$ cat config.mk
export PLATFORM = sky130hd
export DESIGN_NAME = crc_ctrl
export DESIGN_NICKNAME = d
export VERILOG_FILES = /design/src/include/crc_pkg.sv /design/src/logic/crc_ctrl.sv
export VERILOG_INCLUDE_DIRS = /design/src /design/src/include
export SDC_FILE = /design/constraint.sdc
export NUM_CORES = 1
export LEC_CHECK = 0
export BUFFER_PORTS_ARGS = -buffer_cell sky130_fd_sc_hd__buf_2
export CORE_MARGIN = 2
export CORE_UTILIZATION = 57
export DETAILED_ROUTE_END_ITERATION = 16
export PLACE_DENSITY = 0.84
export SLEW_MARGIN = 30
export SYNTH_ARGS = -nofsm -noshare
export SYNTH_HDL_FRONTEND = slang
export SYNTH_SLANG_ARGS = --single-unit
$ cat constraint.sdc
create_clock -name aclk -period 3 [get_ports aclk]
set_input_delay 0.3 -clock aclk [delete_from_list [all_inputs] [get_ports aclk]]
set_output_delay 0.3 -clock aclk [all_outputs]
set_load 0.05 [all_outputs]
$ cat src/include/crc_params.svh
// Constants of the reset, interrupt and bus control sequencer
`ifndef CRC_PARAMS_SVH
`define CRC_PARAMS_SVH
// Register offsets (byte addresses)
`define CRC_OFF_CTRL 4'h0
`define CRC_OFF_MASK 4'h4
`define CRC_OFF_VBASE 4'h8
`define CRC_OFF_STAT 4'hc
// Mask register field positions
`define CRC_MB_GEN 0
`define CRC_MB_C 1
`define CRC_MB_B 2
`define CRC_MB_A 3
`define CRC_MASK_RST 4'h1
// Control register bits (write one to pulse; bits 5:4 hold the mode)
`define CRC_CB_EI 0
`define CRC_CB_DI 1
`define CRC_CB_RETURN_FROM_NONMASKABLE 2
`define CRC_CB_IM_LO 4
`define CRC_CB_IM_HI 5
`define CRC_CB_EOI 8
`define CRC_CB_EOM 9
`define CRC_CB_PCLD 10
// Vector locations
`define CRC_VEC_NMI 16'h0066
`define CRC_VEC_A 16'h003c
`define CRC_VEC_B 16'h0034
`define CRC_VEC_C 16'h002c
`define CRC_VEC_GEN 16'h0038
`define CRC_PC_RST 16'h0000
// Timing: T-state is half the oscillator; least reset hold in T-states
`define CRC_RST_T 3
`define CRC_ACK_WAITS 2
`endif

$ cat src/include/crc_pkg.sv
// Types of the reset, interrupt and bus control sequencer
`default_nettype none
package crc_pkg;
	typedef enum logic [5:0] {
		ST_RUN = 6'h01,
		ST_GRANT = 6'h02,
		ST_SAVE = 6'h04,
		ST_DUMMY = 6'h08,
		ST_PUSH = 6'h10,
		ST_ACK = 6'h20
	} crc_state_t;
	typedef struct packed {
		logic nmi;
		logic a;
		logic b;
		logic c;
		logic gen;
	} crc_req_t;
	typedef enum logic [1:0] {
		IM0 = 2'h0,
		IM1 = 2'h1,
		IM2 = 2'h2
	} crc_mode_t;
endpackage
`default_nettype wire

$ cat src/logic/crc_ctrl.sv
// Reset, power-save, bus grant and interrupt sequencer with AXI4-Lite registers
// Behaviour
// RULE_01 - Outside source holds reset low at least three T-states.
// RULE_02 - Peripheral reset output follows the first synchronised reset level.
// RULE_03 - Reset clears program counter to zero.
// RULE_04 - Reset clears vector base and refresh counter.
// RULE_05 - Reset clears restart masks, sets general request mask.
// RULE_06 - Reset disables maskable interrupts and selects mode 0.
// RULE_07 - During reset buses float and strobes are inactive.
// RULE_08 - Power-save input sampled only at instruction end.
// RULE_09 - Power-save halts internal state, clock output keeps running; here clk_run drops low in ST_SAVE.
// RULE_10 - In power-save address strobe stays high, next address shown.
// RULE_11 - Power-save beats interrupts; none accepted while saving.
// RULE_12 - Bus grant first, then power-save if still requested.
// RULE_13 - Bus request sampled at cycle end; grant floats bus, refresh high.
// RULE_14 - During bus request no acknowledge nor refresh; nonmaskable still latched.
// RULE_15 - Bus request beats interrupts; latched ones served after grant.
// RULE_16 - Nonmaskable request pushes counter and vectors to 0x0066.
// RULE_17 - Enabled restarts A, B, C vector to 3c, 34, 2c.
// RULE_18 - Restart response: dummy fetch without read, then two pushes.
// RULE_19 - Mode 0: acknowledge strobes, two waits on the first one.
// RULE_20 - Mode 1 general request vectors to 0x0038.
// RULE_21 - Mode 2: vector base high byte, device byte low, LSB zero.
// RULE_22 - Priority: nonmaskable, A, B, C, general.
// RULE_23 - Two enable flip-flops; second only stores the first.
// RULE_24 - Maskable accepted only with mask bit and both enables set.
// RULE_25 - Enable instruction delays acceptance one instruction; acceptance clears both.
// RULE_26 - Nonmaskable clears first enable; return copies second back.
// RULE_27 - Requests are active-low levels decided once at instruction end.
//
// The implementer's own choices: the AXI4-Lite register port and the address map.
`timescale 1ns/1ns
`default_nettype none
`include "crc_params.svh"
module crc_ctrl
	import crc_pkg::*;
(
	// Clock and reset
	input wire logic aclk,
	input wire logic aresetn,
	// AXI4-Lite slave
	input wire logic [3:0] s_awaddr,
	input wire logic s_awvalid,
	output logic s_awready,
	input wire logic [31:0] s_wdata,
	input wire logic [3:0] s_wstrb,
	input wire logic s_wvalid,
	output logic s_wready,
	output logic [1:0] s_bresp,
	output logic s_bvalid,
	input wire logic s_bready,
	input wire logic [3:0] s_araddr,
	input wire logic s_arvalid,
	output logic s_arready,
	output logic [31:0] s_rdata,
	output logic [1:0] s_rresp,
	output logic s_rvalid,
	input wire logic s_rready,
	// Device pins
	input wire logic cpu_reset_n,
	input wire logic power_save_n,
	input wire logic bus_request_n,
	input wire logic nmi_n,
	input wire logic restart_req_a_n,
	input wire logic restart_req_b_n,
	input wire logic restart_req_c_n,
	input wire logic general_irq_n,
	input wire logic [7:0] ack_data,
	input wire logic [15:0] next_addr,
	output logic periph_reset,
	output logic bus_grant_n,
	output logic bus_oe_n,
	output logic refresh_strobe_n,
	output logic addr_latch,
	output logic irq_ack_strobe_n,
	output logic [15:0] pc_out,
	output logic [7:0] refresh_cnt,
	output logic [15:0] addr_out,
	output logic clk_run
);
	// ************************************************
	// Reset synchroniser
	// ************************************************
	logic rst_s1_r, rst_s2_r;
	// First stage feeds only the second
	always_ff @(posedge aclk) begin
		rst_s1_r <= ~cpu_reset_n;
		rst_s2_r <= rst_s1_r;
	end
	wire rst = ~aresetn | rst_s2_r;
	// Peripheral reset flop samples the pin itself, so it moves on the first edge
	always_ff @(posedge aclk) begin
		periph_reset <= ~cpu_reset_n; // RULE_02
	end
	// ************************************************
	// Register state
	// ************************************************
	logic [3:0] mask_r;
	logic [7:0] vbase_r;
	crc_mode_t mode_r;
	logic irq_enable_ff_r, irq_enable_shadow_r, ei_hold_r;
	logic [15:0] pc_r;
	logic eoi_r, eom_r; // Instruction end / machine cycle end pulses
	logic [15:0] pc_ld_r;
	crc_state_t st_r;
	logic [2:0] cnt_r;
	logic nmi_lat_r;
	// AXI write channel capture
	logic aw_r, w_r;
	logic [3:0] awaddr_r;
	logic [31:0] wdata_r;
	wire wr_go = aw_r & w_r & ~s_bvalid;
	wire wr_ctrl = wr_go & (awaddr_r == `CRC_OFF_CTRL);
	always_ff @(posedge aclk) begin
		if (!aresetn) begin
			aw_r <= 1'b0;
			w_r <= 1'b0;
			awaddr_r <= 4'h0;
			wdata_r <= 32'h0;
			s_bvalid <= 1'b0;
		end else begin
			if (s_awvalid && s_awready) begin
				aw_r <= 1'b1;
				awaddr_r <= s_awaddr;
			end
			if (s_wvalid && s_wready) begin
				w_r <= 1'b1;
				wdata_r <= s_wdata;
			end
			if (wr_go) begin
				aw_r <= 1'b0;
				w_r <= 1'b0;
				s_bvalid <= 1'b1;
			end else if (s_bready) begin
				s_bvalid <= 1'b0;
			end
		end
	end
	assign s_awready = ~aw_r & aresetn;
	assign s_wready = ~w_r & aresetn;
	assign s_bresp = (awaddr_r[1:0] != 2'h0) ? 2'h2 : 2'h0;
	// Control pulses decoded from control register writes
	wire p_ei = wr_ctrl & wdata_r[`CRC_CB_EI];
	wire p_di = wr_ctrl & wdata_r[`CRC_CB_DI];
	wire p_return_from_nonmaskable = wr_ctrl & wdata_r[`CRC_CB_RETURN_FROM_NONMASKABLE];
	always_ff @(posedge aclk) begin
		eoi_r <= wr_ctrl & wdata_r[`CRC_CB_EOI];
		eom_r <= wr_ctrl & (wdata_r[`CRC_CB_EOM] | wdata_r[`CRC_CB_EOI]);
	end
	// ************************************************
	// Request decision
	// ************************************************
	crc_req_t req;
	assign req.nmi = nmi_lat_r;
	assign req.a = ~restart_req_a_n & mask_r[`CRC_MB_A]; // RULE_27
	assign req.b = ~restart_req_b_n & mask_r[`CRC_MB_B];
	assign req.c = ~restart_req_c_n & mask_r[`CRC_MB_C];
	assign req.gen = ~general_irq_n & mask_r[`CRC_MB_GEN];
	wire ien = irq_enable_ff_r & irq_enable_shadow_r & ~ei_hold_r; // RULE_24 RULE_25
	wire mask_any = ien & (req.a | req.b | req.c | req.gen);
	wire take = eoi_r & (st_r == ST_RUN) & bus_request_n & power_save_n; // RULE_11 RULE_15
	wire take_nmi = take & req.nmi;
	wire take_mask = take & ~req.nmi & mask_any;
	logic [15:0] vec;
	// Fixed priority vector selection
	always_comb begin
		vec = `CRC_VEC_GEN; // RULE_20
		if (req.nmi) vec = `CRC_VEC_NMI; // RULE_22 RULE_16
		else if (req.a) vec = `CRC_VEC_A; // RULE_17
		else if (req.b) vec = `CRC_VEC_B;
		else if (req.c) vec = `CRC_VEC_C;
	end
	wire gen_only = ~req.nmi & ~req.a & ~req.b & ~req.c;
	// Nonmaskable latch, kept during bus grant
	always_ff @(posedge aclk) begin
		if (rst) nmi_lat_r <= 1'b0;
		else if (~nmi_n) nmi_lat_r <= 1'b1; // RULE_14
		else if (take_nmi) nmi_lat_r <= 1'b0;
	end
	// ************************************************
	// Mask, base and mode registers
	// ************************************************
	always_ff @(posedge aclk) begin
		if (rst) begin
			mask_r <= `CRC_MASK_RST; // RULE_05
			vbase_r <= 8'h00; // RULE_04
			mode_r <= IM0; // RULE_06
		end else if (wr_go && awaddr_r == `CRC_OFF_MASK && s_wstrb[0]) begin
			mask_r <= wdata_r[3:0];
		end else if (wr_go && awaddr_r == `CRC_OFF_VBASE && s_wstrb[0]) begin
			vbase_r <= wdata_r[7:0];
		end else if (wr_ctrl && wdata_r[`CRC_CB_IM_HI:`CRC_CB_IM_LO] != 2'h3) begin
			mode_r <= crc_mode_t'(wdata_r[`CRC_CB_IM_HI:`CRC_CB_IM_LO]);
		end
	end
	// Enable flip-flops
	always_ff @(posedge aclk) begin
		if (rst) begin
			irq_enable_ff_r <= 1'b0; // RULE_06
			irq_enable_shadow_r <= 1'b0;
			ei_hold_r <= 1'b0;
		end else if (take_nmi) begin
			irq_enable_ff_r <= 1'b0; // RULE_26
		end else if (take_mask) begin
			irq_enable_ff_r <= 1'b0; // RULE_25
			irq_enable_shadow_r <= 1'b0;
		end else if (p_ei) begin
			irq_enable_ff_r <= 1'b1; // RULE_23
			irq_enable_shadow_r <= 1'b1;
			ei_hold_r <= 1'b1;
		end else if (p_di) begin
			irq_enable_ff_r <= 1'b0;
			irq_enable_shadow_r <= 1'b0;
		end else if (p_return_from_nonmaskable) begin
			irq_enable_ff_r <= irq_enable_shadow_r; // RULE_26
		end else if (eoi_r) begin
			ei_hold_r <= 1'b0; // RULE_25
		end
	end
	// ************************************************
	// Sequencer
	// ************************************************
	always_ff @(posedge aclk) begin
		if (rst) begin
			st_r <= ST_RUN;
			cnt_r <= 3'h0;
			pc_r <= `CRC_PC_RST; // RULE_03
			refresh_cnt <= 8'h00; // RULE_04
			irq_ack_strobe_n <= 1'b1;
			pc_ld_r <= 16'h0;
		end else begin
			case (st_r)
				ST_RUN: begin
					if (wr_ctrl && wdata_r[`CRC_CB_PCLD]) pc_r <= wdata_r[31:16];
					if (eom_r && bus_request_n) refresh_cnt <= refresh_cnt + 8'h01; // RULE_14
					if (eom_r && !bus_request_n) begin
						st_r <= ST_GRANT; // RULE_13 RULE_12
					end else if (eoi_r && !power_save_n) begin
						st_r <= ST_SAVE; // RULE_08 RULE_11
					end else if (take_nmi || (take_mask && !gen_only) ||
						(take_mask && mode_r == IM1)) begin
						st_r <= ST_DUMMY; // RULE_18
						pc_ld_r <= vec;
						cnt_r <= 3'h0;
					end else if (take_mask) begin
						st_r <= ST_ACK; // RULE_19 RULE_21
						irq_ack_strobe_n <= 1'b0;
						cnt_r <= 3'h0;
					end
				end
				ST_GRANT: begin
					if (bus_request_n) st_r <= power_save_n ? ST_RUN : ST_SAVE; // RULE_12
				end
				ST_SAVE: begin
					if (power_save_n) st_r <= ST_RUN; // RULE_09
				end
				ST_DUMMY: begin
					st_r <= ST_PUSH;
					cnt_r <= 3'h0;
				end
				ST_PUSH: begin
					cnt_r <= cnt_r + 3'h1;
					if (cnt_r == 3'h1) begin
						st_r <= ST_RUN;
						pc_r <= pc_ld_r;
					end
				end
				ST_ACK: begin
					cnt_r <= cnt_r + 3'h1;
					if (mode_r == IM2) begin
						// Pointer from base and device byte, LSB forced low
						pc_ld_r <= {vbase_r, ack_data[7:1], 1'b0}; // RULE_21
						irq_ack_strobe_n <= 1'b1;
						st_r <= ST_PUSH;
						cnt_r <= 3'h0;
					end else if (cnt_r == 3'(`CRC_ACK_WAITS)) begin
						irq_ack_strobe_n <= 1'b1; // RULE_19
						st_r <= ST_RUN;
					end
				end
				default: st_r <= ST_RUN;
			endcase
		end
	end
	// ************************************************
	// Pin outputs
	// ************************************************
	always_ff @(posedge aclk) begin
		if (rst) begin
			bus_oe_n <= 1'b1; // RULE_07
			bus_grant_n <= 1'b1;
			refresh_strobe_n <= 1'b1;
			addr_latch <= 1'b0;
			clk_run <= 1'b1;
			addr_out <= 16'h0;
			pc_out <= 16'h0;
		end else begin
			bus_grant_n <= ~(st_r == ST_GRANT);
			bus_oe_n <= (st_r == ST_GRANT); // RULE_13
			refresh_strobe_n <= ~(eom_r & bus_request_n & (st_r == ST_RUN));
			addr_latch <= (st_r == ST_SAVE); // RULE_10
			clk_run <= (st_r != ST_SAVE); // RULE_09
			addr_out <= (st_r == ST_SAVE) ? next_addr : pc_r;
			pc_out <= pc_r;
		end
	end
	// ************************************************
	// AXI read channel
	// ************************************************
	always_ff @(posedge aclk) begin
		if (!aresetn) begin
			s_rvalid <= 1'b0;
			s_rdata <= 32'h0;
			s_rresp <= 2'h0;
		end else if (s_arvalid && s_arready) begin
			s_rvalid <= 1'b1;
			s_rresp <= 2'h0;
			case (s_araddr)
				`CRC_OFF_CTRL: s_rdata <= {26'h0, mode_r, 4'h0};
				`CRC_OFF_MASK: s_rdata <= 32'h0; // Write only
				`CRC_OFF_VBASE: s_rdata <= {24'h0, vbase_r};
				`CRC_OFF_STAT: s_rdata <= {pc_r, refresh_cnt, 2'h0, st_r[5:0]} |
					{29'h0, nmi_lat_r, irq_enable_shadow_r, irq_enable_ff_r} << 0;
				default: begin
					s_rdata <= 32'h0;
					s_rresp <= 2'h2;
				end
			endcase
		end else if (s_rready) begin
			s_rvalid <= 1'b0;
		end
	end
	assign s_arready = ~s_rvalid & aresetn;
	// ************************************************
	// Checks
	// ************************************************
	property p_rst_vals;
		@(posedge aclk) disable iff (!aresetn) rst_s2_r |=> (pc_r == 16'h0 && mask_r == 4'h1);
	endproperty
	a_rst_vals: assert property (p_rst_vals) else $error("reset values wrong"); // RULE_05
	property p_nmi_vec;
		@(posedge aclk) disable iff (rst) take_nmi |=> ##3 pc_r == 16'h0066;
	endproperty
	a_nmi_vec: assert property (p_nmi_vec) else $error("nmi vector wrong"); // RULE_16
	property p_iff_nmi;
		@(posedge aclk) disable iff (rst) take_nmi |=> !irq_enable_ff_r && irq_enable_shadow_r == $past(irq_enable_shadow_r);
	endproperty
	a_iff_nmi: assert property (p_iff_nmi) else $error("nmi enable handling wrong"); // RULE_26
	property p_grant_float;
		@(posedge aclk) disable iff (rst) st_r == ST_GRANT |=> bus_oe_n && refresh_strobe_n;
	endproperty
	a_grant_float: assert property (p_grant_float) else $error("grant bus not floated"); // RULE_13
	property p_save_ale;
		@(posedge aclk) disable iff (rst) st_r == ST_SAVE |=> addr_latch && !clk_run;
	endproperty
	a_save_ale: assert property (p_save_ale) else $error("save strobe wrong"); // RULE_10
	property p_no_take_save;
		@(posedge aclk) disable iff (rst) eoi_r && st_r == ST_RUN && bus_request_n &&
			!power_save_n |=> st_r == ST_SAVE;
	endproperty
	a_no_take_save: assert property (p_no_take_save) else $error("power-save lost to interrupt"); // RULE_11
	property p_mask_gate;
		@(posedge aclk) disable iff (rst) take_mask |-> irq_enable_ff_r && irq_enable_shadow_r;
	endproperty
	a_mask_gate: assert property (p_mask_gate) else $error("masked request taken"); // RULE_24
	property p_mask_clear;
		@(posedge aclk) disable iff (rst) take_mask |=> !irq_enable_ff_r && !irq_enable_shadow_r;
	endproperty
	a_mask_clear: assert property (p_mask_clear) else $error("enables not cleared"); // RULE_25
endmodule
`default_nettype wire

==> results of run 1 <==
==> cells in the mapped netlist (3+ instances only) <==
| cell type | count |
|---|---|
| sky130_fd_sc_hd__nor3_1 | 17 |
| sky130_fd_sc_hd__a211oi_1 | 8 |
| sky130_fd_sc_hd__buf_2 | 4 |
| sky130_fd_sc_hd__buf_4 | 6 |
| sky130_fd_sc_hd__nand2_1 | 140 |
| sky130_fd_sc_hd__nand4_1 | 4 |
| sky130_fd_sc_hd__a22o_1 | 27 |
| sky130_fd_sc_hd__nand2b_1 | 15 |
| sky130_fd_sc_hd__dfxtp_1 | 176 |
| sky130_fd_sc_hd__o211a_1 | 4 |
| sky130_fd_sc_hd__o21ai_0 | 37 |
| sky130_fd_sc_hd__mux2i_1 | 19 |
| sky130_fd_sc_hd__mux2_2 | 3 |
| sky130_fd_sc_hd__o31ai_1 | 3 |
| sky130_fd_sc_hd__o211ai_1 | 11 |
| sky130_fd_sc_hd__inv_1 | 11 |
| sky130_fd_sc_hd__buf_6 | 5 |
| sky130_fd_sc_hd__clkbuf_1 | 36 |
| sky130_fd_sc_hd__nor2_1 | 56 |
| sky130_fd_sc_hd__a311oi_2 | 15 |
| sky130_fd_sc_hd__a221oi_1 | 3 |
| sky130_fd_sc_hd__or3_1 | 3 |
| sky130_fd_sc_hd__a31oi_1 | 3 |
| sky130_fd_sc_hd__a21oi_1 | 35 |
| sky130_fd_sc_hd__and2_1 | 22 |
| sky130_fd_sc_hd__xnor2_1 | 3 |
| sky130_fd_sc_hd__nor2b_1 | 16 |
| sky130_fd_sc_hd__ha_1 | 4 |
| sky130_fd_sc_hd__nand3_1 | 16 |
| sky130_fd_sc_hd__xor2_1 | 5 |
==> power by group through the flow <==
| stage | combinational, mW | clock, mW | sequential (mW) |
|---|---|---|---|
| final | 0.262 | 2.26 | 2.41 |
| after global routing | 0.284 | 2.39 | 2.41 |
| after CTS | 0.261 | 2.28 | 2.41 |
| after detailed placement | 0.259 | 0 | 2.46 |
| after global placement | 0.253 | 0 | 2.46 |
| after floorplan | 0.150 | 0 | 2.47 |
==> worst max-delay path: cells and delay by family, from the launching register on <==
family             cells  cell delay [ns]
AOI/OAI and AO/OA      1             0.37
DFF                    1             0.41
and+or+nand+nor        4             1.40
==> cell usage in the layout, fill, tap and decap left out, drive strengths merged, types with 8 or more instances in the layout <==
cell type  netlist  routed
nor2            59      59
nand2          140     140
nand3           16      16
buf             17     170
nand2b          15      15
a311oi          15      15
inv             11      12
a21oi           35      35
o211ai          11      11
nor2b           16      16
a211oi           8       8
mux2i           19      19
o21ai           37      37
a22o            27      27
and2            22      22
dfxtp          176     176
clkbuf          36      19
nor3            17      17
==> through the flow <==
stage	instance area, sq um	util, %	hold WS (ns)	std cells
floorplan	7010	-	0.357	760
global placement	7820	65.1	0.332	1024
CTS	8440	70.3	0.000925	1056
global route	8440	70.3	0.0136	1056
detailed placement	7830	65.2	0.334	1024
finish	8440	70.3	0.0153	1056
==> area by class of cell <==
class / count / area [sq um]
fill: 907 / 3570
timing repair buffer: 170 / 878
clock inverter: 13 / 161
clock buffer: 19 / 453
tap: 147 / 184
inverter: 11 / 41.3
multi-input combinational: 520 / 3200
sequential: 176 / 3520
==> state kept, by name (all words and copies together) (netlist names), 3 cells and up <==
name,count
s_rdata,32
wdata_r,27
addr_out,16
pc_out,16
pc_r,16
pc_ld_r,15
refresh_cnt,8
vbase_r,8
st_r,6
awaddr_r,4
mask_r,4
cnt_r,3
==> logic make-up (layout without fill, tap and decap cells) <==
logic type                 Yosys count  after routing  synth area share [%]
and+or+nand+nor                    317            317                  22.1
xor gates and xnor gates             8              8                  1.00
adders and majority gates            4              4                 0.714
DFF                                176            176                  50.3
other                                1              2                0.0535
buffers and inverters               64            213                  4.35
muxes                               22             22                  3.19
AOI/OAI and AO/OA                  167            167                  18.3
==> worst paths after layout <==
check / end / cells past startpoint
min reg2reg: rst_s2_r / 0
min: periph_reset / 2
max reg2reg: pc_ld_r[1] / 5
max: pc_ld_r[1] / 5
==> layer usage <==
metal / up-vias / global-route usage (%) / wire [um]
li1: 2921 / - / -
met1: 2807 / 32.7 / 7350
met2: 248 / 44.4 / 8430
met3: 50 / 5.80 / 1110
met4: 0 / 13.6 / 645
met5: - / 0 / 0
==> impl_metrics.yaml, run 1 <==
timing:
  timing.final.crit_share_pct: 77.4
  slew_headroom_pct: 42.1
  clock.fmax_mhz: 430
  rsz0062_at_grt: "no"
  timing_max_transition_violations_final: 0
  setup_tns_ns: 0
  timing.final.crit_period_ns: 2.32
  max_slew.worst_pin.slew_ns: 0.865
  layout_setup_ws_ns: 0.677
  timing.final.hold_violations: 0
  final_setup_violation_count: 0
  clock-skew-final_ns: 0.00864
logic_synthesis:
  async_flop_share_pct: 0
  synth-main-ff-cell: "sky130_fd_sc_hd__dfxtp_1"
  syn-cell-area_sq_um: 7010
  synth_warn: 0
  post_synth_edffs: 0
  ys_seq_area_share_pct: 50.3
  synthesis.instances: 759
  yosysUniqueCellTypes: 67
  yosysTopAreaCellShare_pct: 50.3
  top_cells_by_area_synth: "sky130_fd_sc_hd__dfxtp_1, sky130_fd_sc_hd__nand2_1, sky130_fd_sc_hd__a22o_1"
  synth_largest_area_cell: "sky130_fd_sc_hd__dfxtp_1"
  synth.avg_cell_area_sq_um: 9.24
  yosys_register_bits: 176
status:
  run_status: "completed"
floorplanning:
  number_of_i_o_pins: 171
  design.die.area_sq_um: 13200
  core_region_area_sq_um: 12000
  die_height_um: 115
  core.rowCount: 40
  dieWidth_um: 115
  floorplan.initialDensity_pct: 58.4
power_and_ir_drop:
  power_density_nw_per_um2: 584
  power.internal_mw: 3.82
  power.switching_mw: 1.11
  power.total_mw: 4.93
  max-vdd-ir-drop_uv: 408
  power.clock.fraction_pct: 45.8
  p_leak_nw: 3.52
  comb_power_share_pct: 5.3
  share_of_total_power_in_sequential_cells_pct: 48.9
  power.share.switching_pct: 22.5
drt:
  via_count: 6026
  drtAntennaViolNets: 0
  route.detailed.wl_per_inst_um: 16.6
  avgViaCountPerCell: 5.71
  drt_drc_violations_left: 0
  detailedRoute.firstIterationViolations: 514
  routed_wirelength_um: 17500
  drtPass1Iterations: 5
cts:
  cts_num_sinks: 176
  clk_pin_slew_ns: 0.07
  cts_buffer_depth: 2
  clock-root-buffer: "sky130_fd_sc_hd__clkbuf_16"
  worstSkewPairLatency_ns: 0.42
  cts_bufs_inserted: 17
  cts_repair_resize_count: 0
  clock_tree.htree_level_count: 4
  clock_tree_from_tritoncts: "built"
  cts_hold_buffers: 0
  cts.repair_timing.setup_buffer_count: 0
setup_path:
  r2r_setup_slack_ns: 0.68
  crit_path_launch_type: "flip-flop"
  timing.critical_path.slowest_cell_delay_ns: 0.69
  rr_startpoint: "st_r[1]"
  timing.critical_path.slowest_stage_cell: "sky130_fd_sc_hd__or4_4"
  required_time_at_the_endpoint_of_the_critical_path_ns: 3.30
  worstSetupEndpointType: "flip-flop"
  worst_setup_path_startpoint: "st_r[1]"
  timing.setup.critical_path_class: "reg -> reg"
  path_cells: "or4_4, nor2_8, nand2_1, a221oi_1, nor3_1"
  critPathMaxFanout: 18
  worst-endpoint-arrival_ns: 2.62
grt:
  grt_first_pass_wirelength_um: 27600
  antenna_found_initial: 0
  grt_pass1_vias: 5639
  grt_usage_pct: 26.7
  remaining_overflow_grt: 0
  grt_start_max_net_pins: 55
placement:
  dp_slack_ns: 0.692
  hpwl_um: 12300
  final_weighted_congestion_of_routability_driven_global_placement: 0.917
  port-buffer-count: 159
hold_path:
  holdCritPathClass: "in -> reg"
  min-delay-start: "cpu_reset_n"
cells_and_area:
  nets: 983
  antenna_cells: 0
  post_route_cells_drive_above_1_share_pct: 26.6
  area_growth_syn_to_layout_pct: 20.4
job:
  maxCapViolations: 0
No activity file was read; power rests on OpenSTA's default activity.
==> run 2, diff against run 1 <==
--- a/config.mk
+++ b/config.mk
@@ -6,11 +6,12 @@
 export SDC_FILE = /design/constraint.sdc
 export NUM_CORES = 1
 export LEC_CHECK = 0
+export ABC_AREA = 1
 export BUFFER_PORTS_ARGS = -buffer_cell sky130_fd_sc_hd__buf_2
 export CORE_MARGIN = 2
-export CORE_UTILIZATION = 57
+export CORE_UTILIZATION = 53
 export DETAILED_ROUTE_END_ITERATION = 16
-export PLACE_DENSITY = 0.84
+export PLACE_DENSITY = 0.79
 export SLEW_MARGIN = 30
 export SYNTH_ARGS = -nofsm -noshare
 export SYNTH_HDL_FRONTEND = slang
==> constraint.sdc (replaced) <==
create_clock -name aclk -period 2.4 [get_ports aclk]
set_input_delay 0.24 -clock aclk [delete_from_list [all_inputs] [get_ports aclk]]
set_output_delay 0.24 -clock aclk [all_outputs]
set_load 0.05 [all_outputs]
==> impl_metrics.yaml, run 2 <==
cts:
  clock-root-buffer: "sky130_fd_sc_hd__clkbuf_16"
  worstSkewPairLatency_ns: 0.43
  cts_hold_buffers: 10
  clock_tree.htree_level_count: 4
  clock_tree_from_tritoncts: "built"
  cts_bufs_inserted: 17
  cts_num_sinks: 176
  cts.repair_timing.setup_buffer_count: 0
  clk_pin_slew_ns: 0.07
  cts_repair_resize_count: 0
  cts_buffer_depth: 2
cells_and_area:
  num-fill-cells: 1163
  largest_reg_flops: 32
  post_route_cells_drive_above_1_share_pct: 21.4
  largest-register: "s_rdata"
  area_growth_syn_to_layout_pct: 23.0
  antenna_cells: 0
  final_standard_cell_utilization_of_the_core_pct: 66.2
  layout.cells.most_common_list: "sky130_fd_sc_hd__nand2_1, sky130_fd_sc_hd__dfxtp_1, sky130_fd_sc_hd__buf_2"
  biggestRegsByFlops: "s_rdata: 32 flops, wdata_r: 27 flops"
  nets: 1175
  layout_commonest_cell: "sky130_fd_sc_hd__nand2_1"
placement:
  hpwl_um: 12700
  port-buffer-count: 159
  final_weighted_congestion_of_routability_driven_global_placement: 0.870
logic_synthesis:
  post_synth_edffs: 0
  top_cells_by_area_synth: "sky130_fd_sc_hd__dfxtp_1, sky130_fd_sc_hd__nand2_1, sky130_fd_sc_hd__o21ai_0"
  async_flop_share_pct: 0
  ys_seq_area_share_pct: 50.0
  synth_top_cells_by_count: "sky130_fd_sc_hd__nand2_1, sky130_fd_sc_hd__dfxtp_1, sky130_fd_sc_hd__inv_1"
  synth_warn: 0
  yosysTopAreaCellShare_pct: 50.0
  yosysUniqueCellTypes: 39
  synthesis.instances: 929
  syn-cell-area_sq_um: 7040
  synth.avg_cell_area_sq_um: 7.58
  synth_largest_area_cell: "sky130_fd_sc_hd__dfxtp_1"
  synth-main-ff-cell: "sky130_fd_sc_hd__dfxtp_1"
  yosys_register_bits: 176
  leading_cell_type_by_number_of_instances_after_synthesis: "sky130_fd_sc_hd__nand2_1"
power_and_ir_drop:
  share_of_total_power_in_sequential_cells_pct: 40.4
  p_leak_nw: 3.93
  power.internal_mw: 5.32
  power.clock.fraction_pct: 32.3
  max-vdd-ir-drop_uv: 589
  comb_power_share_pct: 27.3
  power_density_nw_per_um2: 949
  power.share.switching_pct: 35.3
  power.switching_mw: 2.90
drt:
  detailedRoute.firstIterationViolations: 562
  drt_drc_violations_left: 0
  drtAntennaViolNets: 0
  via_count: 6528
  avgViaCountPerCell: 5.11
  routed_wirelength_um: 17700
  drtPass1Iterations: 5
  route.detailed.wl_per_inst_um: 13.9
floorplanning:
  floorplan.initialDensity_pct: 53.8
  number_of_i_o_pins: 171
  dieWidth_um: 119
  core.rowCount: 42
  core_region_area_sq_um: 13100
  design.die.area_sq_um: 14200
  die_height_um: 119
grt:
  antenna_found_initial: 0
  grt_start_max_net_pins: 55
  remaining_overflow_grt: 0
  grt_pass1_vias: 5832
  grt_usage_pct: 25.1
  grt_first_pass_wirelength_um: 28400
setup_path:
  critPathMaxFanout: 24
  timing.setup.critical_path_class: "reg -> reg"
  rr_startpoint: "st_r[0]"
  worst-endpoint-arrival_ns: 2.28
  worstSetupEndpointType: "flip-flop"
  required_time_at_the_endpoint_of_the_critical_path_ns: 2.72
  crit_path_launch_type: "flip-flop"
  worst_setup_path_startpoint: "st_r[0]"
timing:
  timing.final.hold_violations: 0
  final_setup_violation_count: 0
  timing.final.crit_share_pct: 81.5
  setup_tns_ns: 0
  clock-skew-final_ns: 0.0116
  timing_max_transition_violations_final: 0
  max_slew.worst_pin.slew_ns: 0.729
  clock.fmax_mhz: 511
  timing.final.crit_period_ns: 1.96
  slew_headroom_pct: 51.4
  rsz0062_at_grt: "no"
hold_path:
  min-delay-start: "s_wdata[29]"
  holdCritPathClass: "in -> reg"
status:
  run_status: "completed"
job:
  maxCapViolations: 0
==> run 2: cell types whose count changed after synthesis, moves of 16 or more <==
cell                      change
sky130_fd_sc_hd__nand2_1     +88
sky130_fd_sc_hd__inv_1       +87
sky130_fd_sc_hd__o21ai_0     +45
sky130_fd_sc_hd__nor2_1      +33
sky130_fd_sc_hd__nand3_1     +32
sky130_fd_sc_hd__o31ai_1     +30
sky130_fd_sc_hd__a22o_1      -27
sky130_fd_sc_hd__and2_1      -22
sky130_fd_sc_hd__mux2i_1     -19
sky130_fd_sc_hd__a21oi_1     +18
sky130_fd_sc_hd__nor2b_1     -16
==> run 2: critical path: stages (launching register included) <==
cell and delay (ns):
sky130_fd_sc_hd__dfxtp_1 0.37, sky130_fd_sc_hd__nor2_4 0.17, sky130_fd_sc_hd__nand2_2 0.11, sky130_fd_sc_hd__inv_2 0.08, sky130_fd_sc_hd__nand3_4 0.12, sky130_fd_sc_hd__nand2_2 0.12
sky130_fd_sc_hd__nand2_2 0.06, sky130_fd_sc_hd__nor3_4 0.30, sky130_fd_sc_hd__nand2_4 0.23, sky130_fd_sc_hd__a21oi_1 0.23, sky130_fd_sc_hd__nor2_1 0.06
==> run 2: final cells by class <==
type / instances / area [sq um] / area share (%)
repair buffers: 182 / 993 / 11.5
well taps: 176 / 220 / 2.54
inverters: 102 / 383 / 4.42
flip-flops and latches: 176 / 3520 / 40.7
multi-input cells: 609 / 2970 / 34.3
clock inverters: 12 / 123 / 1.42
clock buffers: 20 / 447 / 5.16
==> run 2: metrics by stage <==
stage	instances	cell area (sq um)	setup WS [ns]	hold WS, ns	power, mW
4_1_cts	1277	8660	0.466	0.0000661	8.24
2_1_floorplan	930	7050	0.176	0.297	5.13
5_1_grt	1277	8660	0.263	0.00291	8.69
3_5_place_dp	1235	7990	0.489	0.357	5.58
3_3_place_gp	1235	7990	0.524	0.332	5.54
6_report	1277	8660	0.445	0.00501	8.22
==> run 2: routing by layer <==
layer	part of all wire, %	global-route usage, %
met5	0	0
met4	1.9	8.33
met3	6.7	5.32
met2	45	39.9
met1	46	34.0
==> run 2: worst paths after layout <==
path / slack, ns / cells past startpoint / end
worst min-delay path: 0.005 / 3 / wdata_r[29]
worst max-delay path: 0.44 / 10 / pc_ld_r[8]
worst min register to register: 0.37 / 0 / rst_s2_r
worst max register to register: 0.44 / 10 / pc_ld_r[8]
==> run 2: power by group through the flow <==
stage	clock network [mW]	registers [mW]	logic, mW
global route	2.81	3.35	2.53
detailed placement	0	3.38	2.20
CTS	2.68	3.32	2.24
finish	2.66	3.32	2.24
global placement	0	3.37	2.17
floorplan	0	3.54	1.59
==> run 2: logic make-up after synthesis <==
kind of cell / after synthesis / share of synthesized area, %
AOI/OAI and AO/OA: 182 / 14.6
other: 1 / 0.0532
buffers and inverters: 145 / 8.08
DFF: 176 / 50.0
adders and majority gates: 4 / 0.711
and+or+nand+nor: 419 / 26.3
xor gates and xnor gates: 2 / 0.249
==> run 3, diff against run 2 <==
--- a/config.mk
+++ b/config.mk
@@ -6,12 +6,12 @@
 export SDC_FILE = /design/constraint.sdc
 export NUM_CORES = 1
 export LEC_CHECK = 0
-export ABC_AREA = 1
+export ABC_AREA = 0
 export BUFFER_PORTS_ARGS = -buffer_cell sky130_fd_sc_hd__buf_2
 export CORE_MARGIN = 2
-export CORE_UTILIZATION = 53
+export CORE_UTILIZATION = 48
 export DETAILED_ROUTE_END_ITERATION = 16
-export PLACE_DENSITY = 0.79
+export PLACE_DENSITY = 0.76
 export SLEW_MARGIN = 30
 export SYNTH_ARGS = -nofsm -noshare
 export SYNTH_HDL_FRONTEND = slang
==> constraint.sdc (replaced) <==
create_clock -name aclk -period 1.7 [get_ports aclk]
set_input_delay 0.17 -clock aclk [delete_from_list [all_inputs] [get_ports aclk]]
set_output_delay 0.17 -clock aclk [all_outputs]
set_load 0.05 [all_outputs]
==> impl_metrics.yaml, run 3 (same netlist as run 1, synthesis figures left out) <==
cts:
  cts_buffer_depth: 2
  cts_bufs_inserted: 17
  clock_tree_from_tritoncts: "built"
  clk_pin_slew_ns: 0.07
  clock_tree.htree_level_count: 4
  worstSkewPairLatency_ns: 0.44
  clock-root-buffer: "sky130_fd_sc_hd__clkbuf_16"
  cts_num_sinks: 176
grt:
  grt_start_max_net_pins: 55
  antenna_found_initial: 0
  grt_pass1_vias: 6397
  grt_first_pass_wirelength_um: 32500
  remaining_overflow_grt: 0
  grt_usage_pct: 26.2
power_and_ir_drop:
  power.total_mw: 8.74
  max-vdd-ir-drop_uv: 770
  p_leak_nw: 4.47
  power_density_nw_per_um2: 840
drt:
  drtAntennaViolNets: 0
  routed_wirelength_um: 21100
  avgViaCountPerCell: 5.43
  via_count: 6728
  route.detailed.wl_per_inst_um: 17.0
  detailedRoute.firstIterationViolations: 496
  drtPass1Iterations: 5
  drt_drc_violations_left: 0
setup_path:
  worst-endpoint-arrival_ns: 2.24
  critical_path.top_delay_family: "simple AND/OR/NAND/NOR gates"
  crit_path_launch_type: "flip-flop"
  critPathMaxFanout: 12
  worst-path-buf-inv: 1
  path_cells: "or2_4, nor4_4, a32o_2, buf_12, nor2_4, a311oi_2"
  worstSetupEndpointType: "flip-flop"
  worst_setup_path_startpoint: "awaddr_r[0]"
  timing.critical_path.slowest_cell_delay_ns: 0.43
  required_time_at_the_endpoint_of_the_critical_path_ns: 2.05
  timing.critical_path.slowest_stage_cell: "sky130_fd_sc_hd__nor4_4"
  timing.setup.critical_path_class: "reg -> reg"
  rr_startpoint: "awaddr_r[0]"
cells_and_area:
  nets: 1130
  largest-register: "s_rdata"
  area_growth_syn_to_layout_pct: 48.5
  biggestRegsByFlops: "s_rdata: 32 flops, wdata_r: 27 flops"
  num-fill-cells: 990
  layout.cells.most_common_list: "sky130_fd_sc_hd__dfxtp_1, sky130_fd_sc_hd__buf_2, sky130_fd_sc_hd__nand2_1"
  antenna_cells: 0
  layout_commonest_cell: "sky130_fd_sc_hd__dfxtp_1"
  post_route_cells_drive_above_1_share_pct: 40.9
  largest_reg_flops: 32
timing:
  timing.final.crit_period_ns: 1.89
  clock-skew-final_ns: 0.00961
  layout_setup_ws_ns: -0.193
  timing_max_transition_violations_final: 0
  final_setup_violation_count: 58
  timing.final.hold_violations: 0
  rsz0062_at_grt: "yes"
  timing.final.crit_share_pct: 111
  slew_headroom_pct: 55.9
  clock.fmax_mhz: 528
  max_slew.worst_pin.slew_ns: 0.660
placement:
  port-buffer-count: 159
  dp_slack_ns: -0.177
  hpwl_um: 13200
  final_weighted_congestion_of_routability_driven_global_placement: 0.855
floorplanning:
  core.rowCount: 44
  die_height_um: 125
  floorplan.initialDensity_pct: 48.6
  design.die.area_sq_um: 15600
  dieWidth_um: 125
  core_region_area_sq_um: 14400
  number_of_i_o_pins: 171
status:
  failed_checks: "negative setup slack"
  run_status: "complete, but fails checks"
job:
  maxCapViolations: 0
hold_path:
  min-delay-start: "s_awaddr[2]"
  holdCritPathClass: "in -> reg"
==> run 3: metrics by stage <==
stage                     util (%)  hold WS, ns  setup TNS, ns  std cells  instance area [sq um]
after floorplan                  -        0.227          -5.13        760                   7230
after global placement        60.2        0.320          -7.96       1136                   8680
after detailed placement      60.2        0.321          -6.77       1136                   8680
after CTS                     70.2      0.00288          -6.29       1236                  10100
after global routing          72.2      0.00279          -9.13       1240                  10400
final                         72.2      0.00311          -6.70       1240                  10400
==> run 3: what timing repair did <==
action,CTS,global route
pin swaps,16,39
gates cloned,7,0
setup buffers,8,6
gates resized for setup,46,76
endpoints found under the setup margin,56,65
hold buffers,53,0
hold endpoints to repair,52,0
==> run 3: final cells by class <==
cell class              count  area [sq um]  share of cell area (%)
clock inverters            14           140                    1.35
well taps                 184           230                    2.21
inverters                  11          41.3                   0.397
repair buffers            315          2280                    21.9
multi-input cells         522          3740                    35.9
clock buffers              18           439                    4.22
flip-flops and latches    176          3540                    34.0
==> run 3: per-layer routing <==
metal	wire, um	up-vias	part of all wire, %	global-route usage (%)
met1	8890	3149	42	33.5
met5	0	-	0	0
met3	1490	50	7.0	6.23
met2	10000	294	47	42.4
li1	-	3235	-	-
met4	745	0	3.5	10.9
==> run 3: power breakdown <==
group	total, mW	leakage (nW)	internal (mW)	switching [mW]
Clock	3.80	0.284	1.99	1.81
Combinational	0.694	2.76	0.312	0.381
Sequential	4.25	1.43	4.19	0.0574
Total	8.74	4.47	6.49	2.25
==> run 3: worst paths after layout <==
path,to,slack [ns],cells past startpoint
max,pc_r[6],-0.19,6
min,awaddr_r[2],0.003,3
max reg2reg,pc_r[6],-0.19,6
min reg2reg,rst_s2_r,0.37,0
==> run 3: worst min-delay path: stages <==
cell and delay [ns]:
sky130_fd_sc_hd__buf_2 0.08, sky130_fd_sc_hd__mux2i_1 0.06, sky130_fd_sc_hd__nor2b_1 0.10
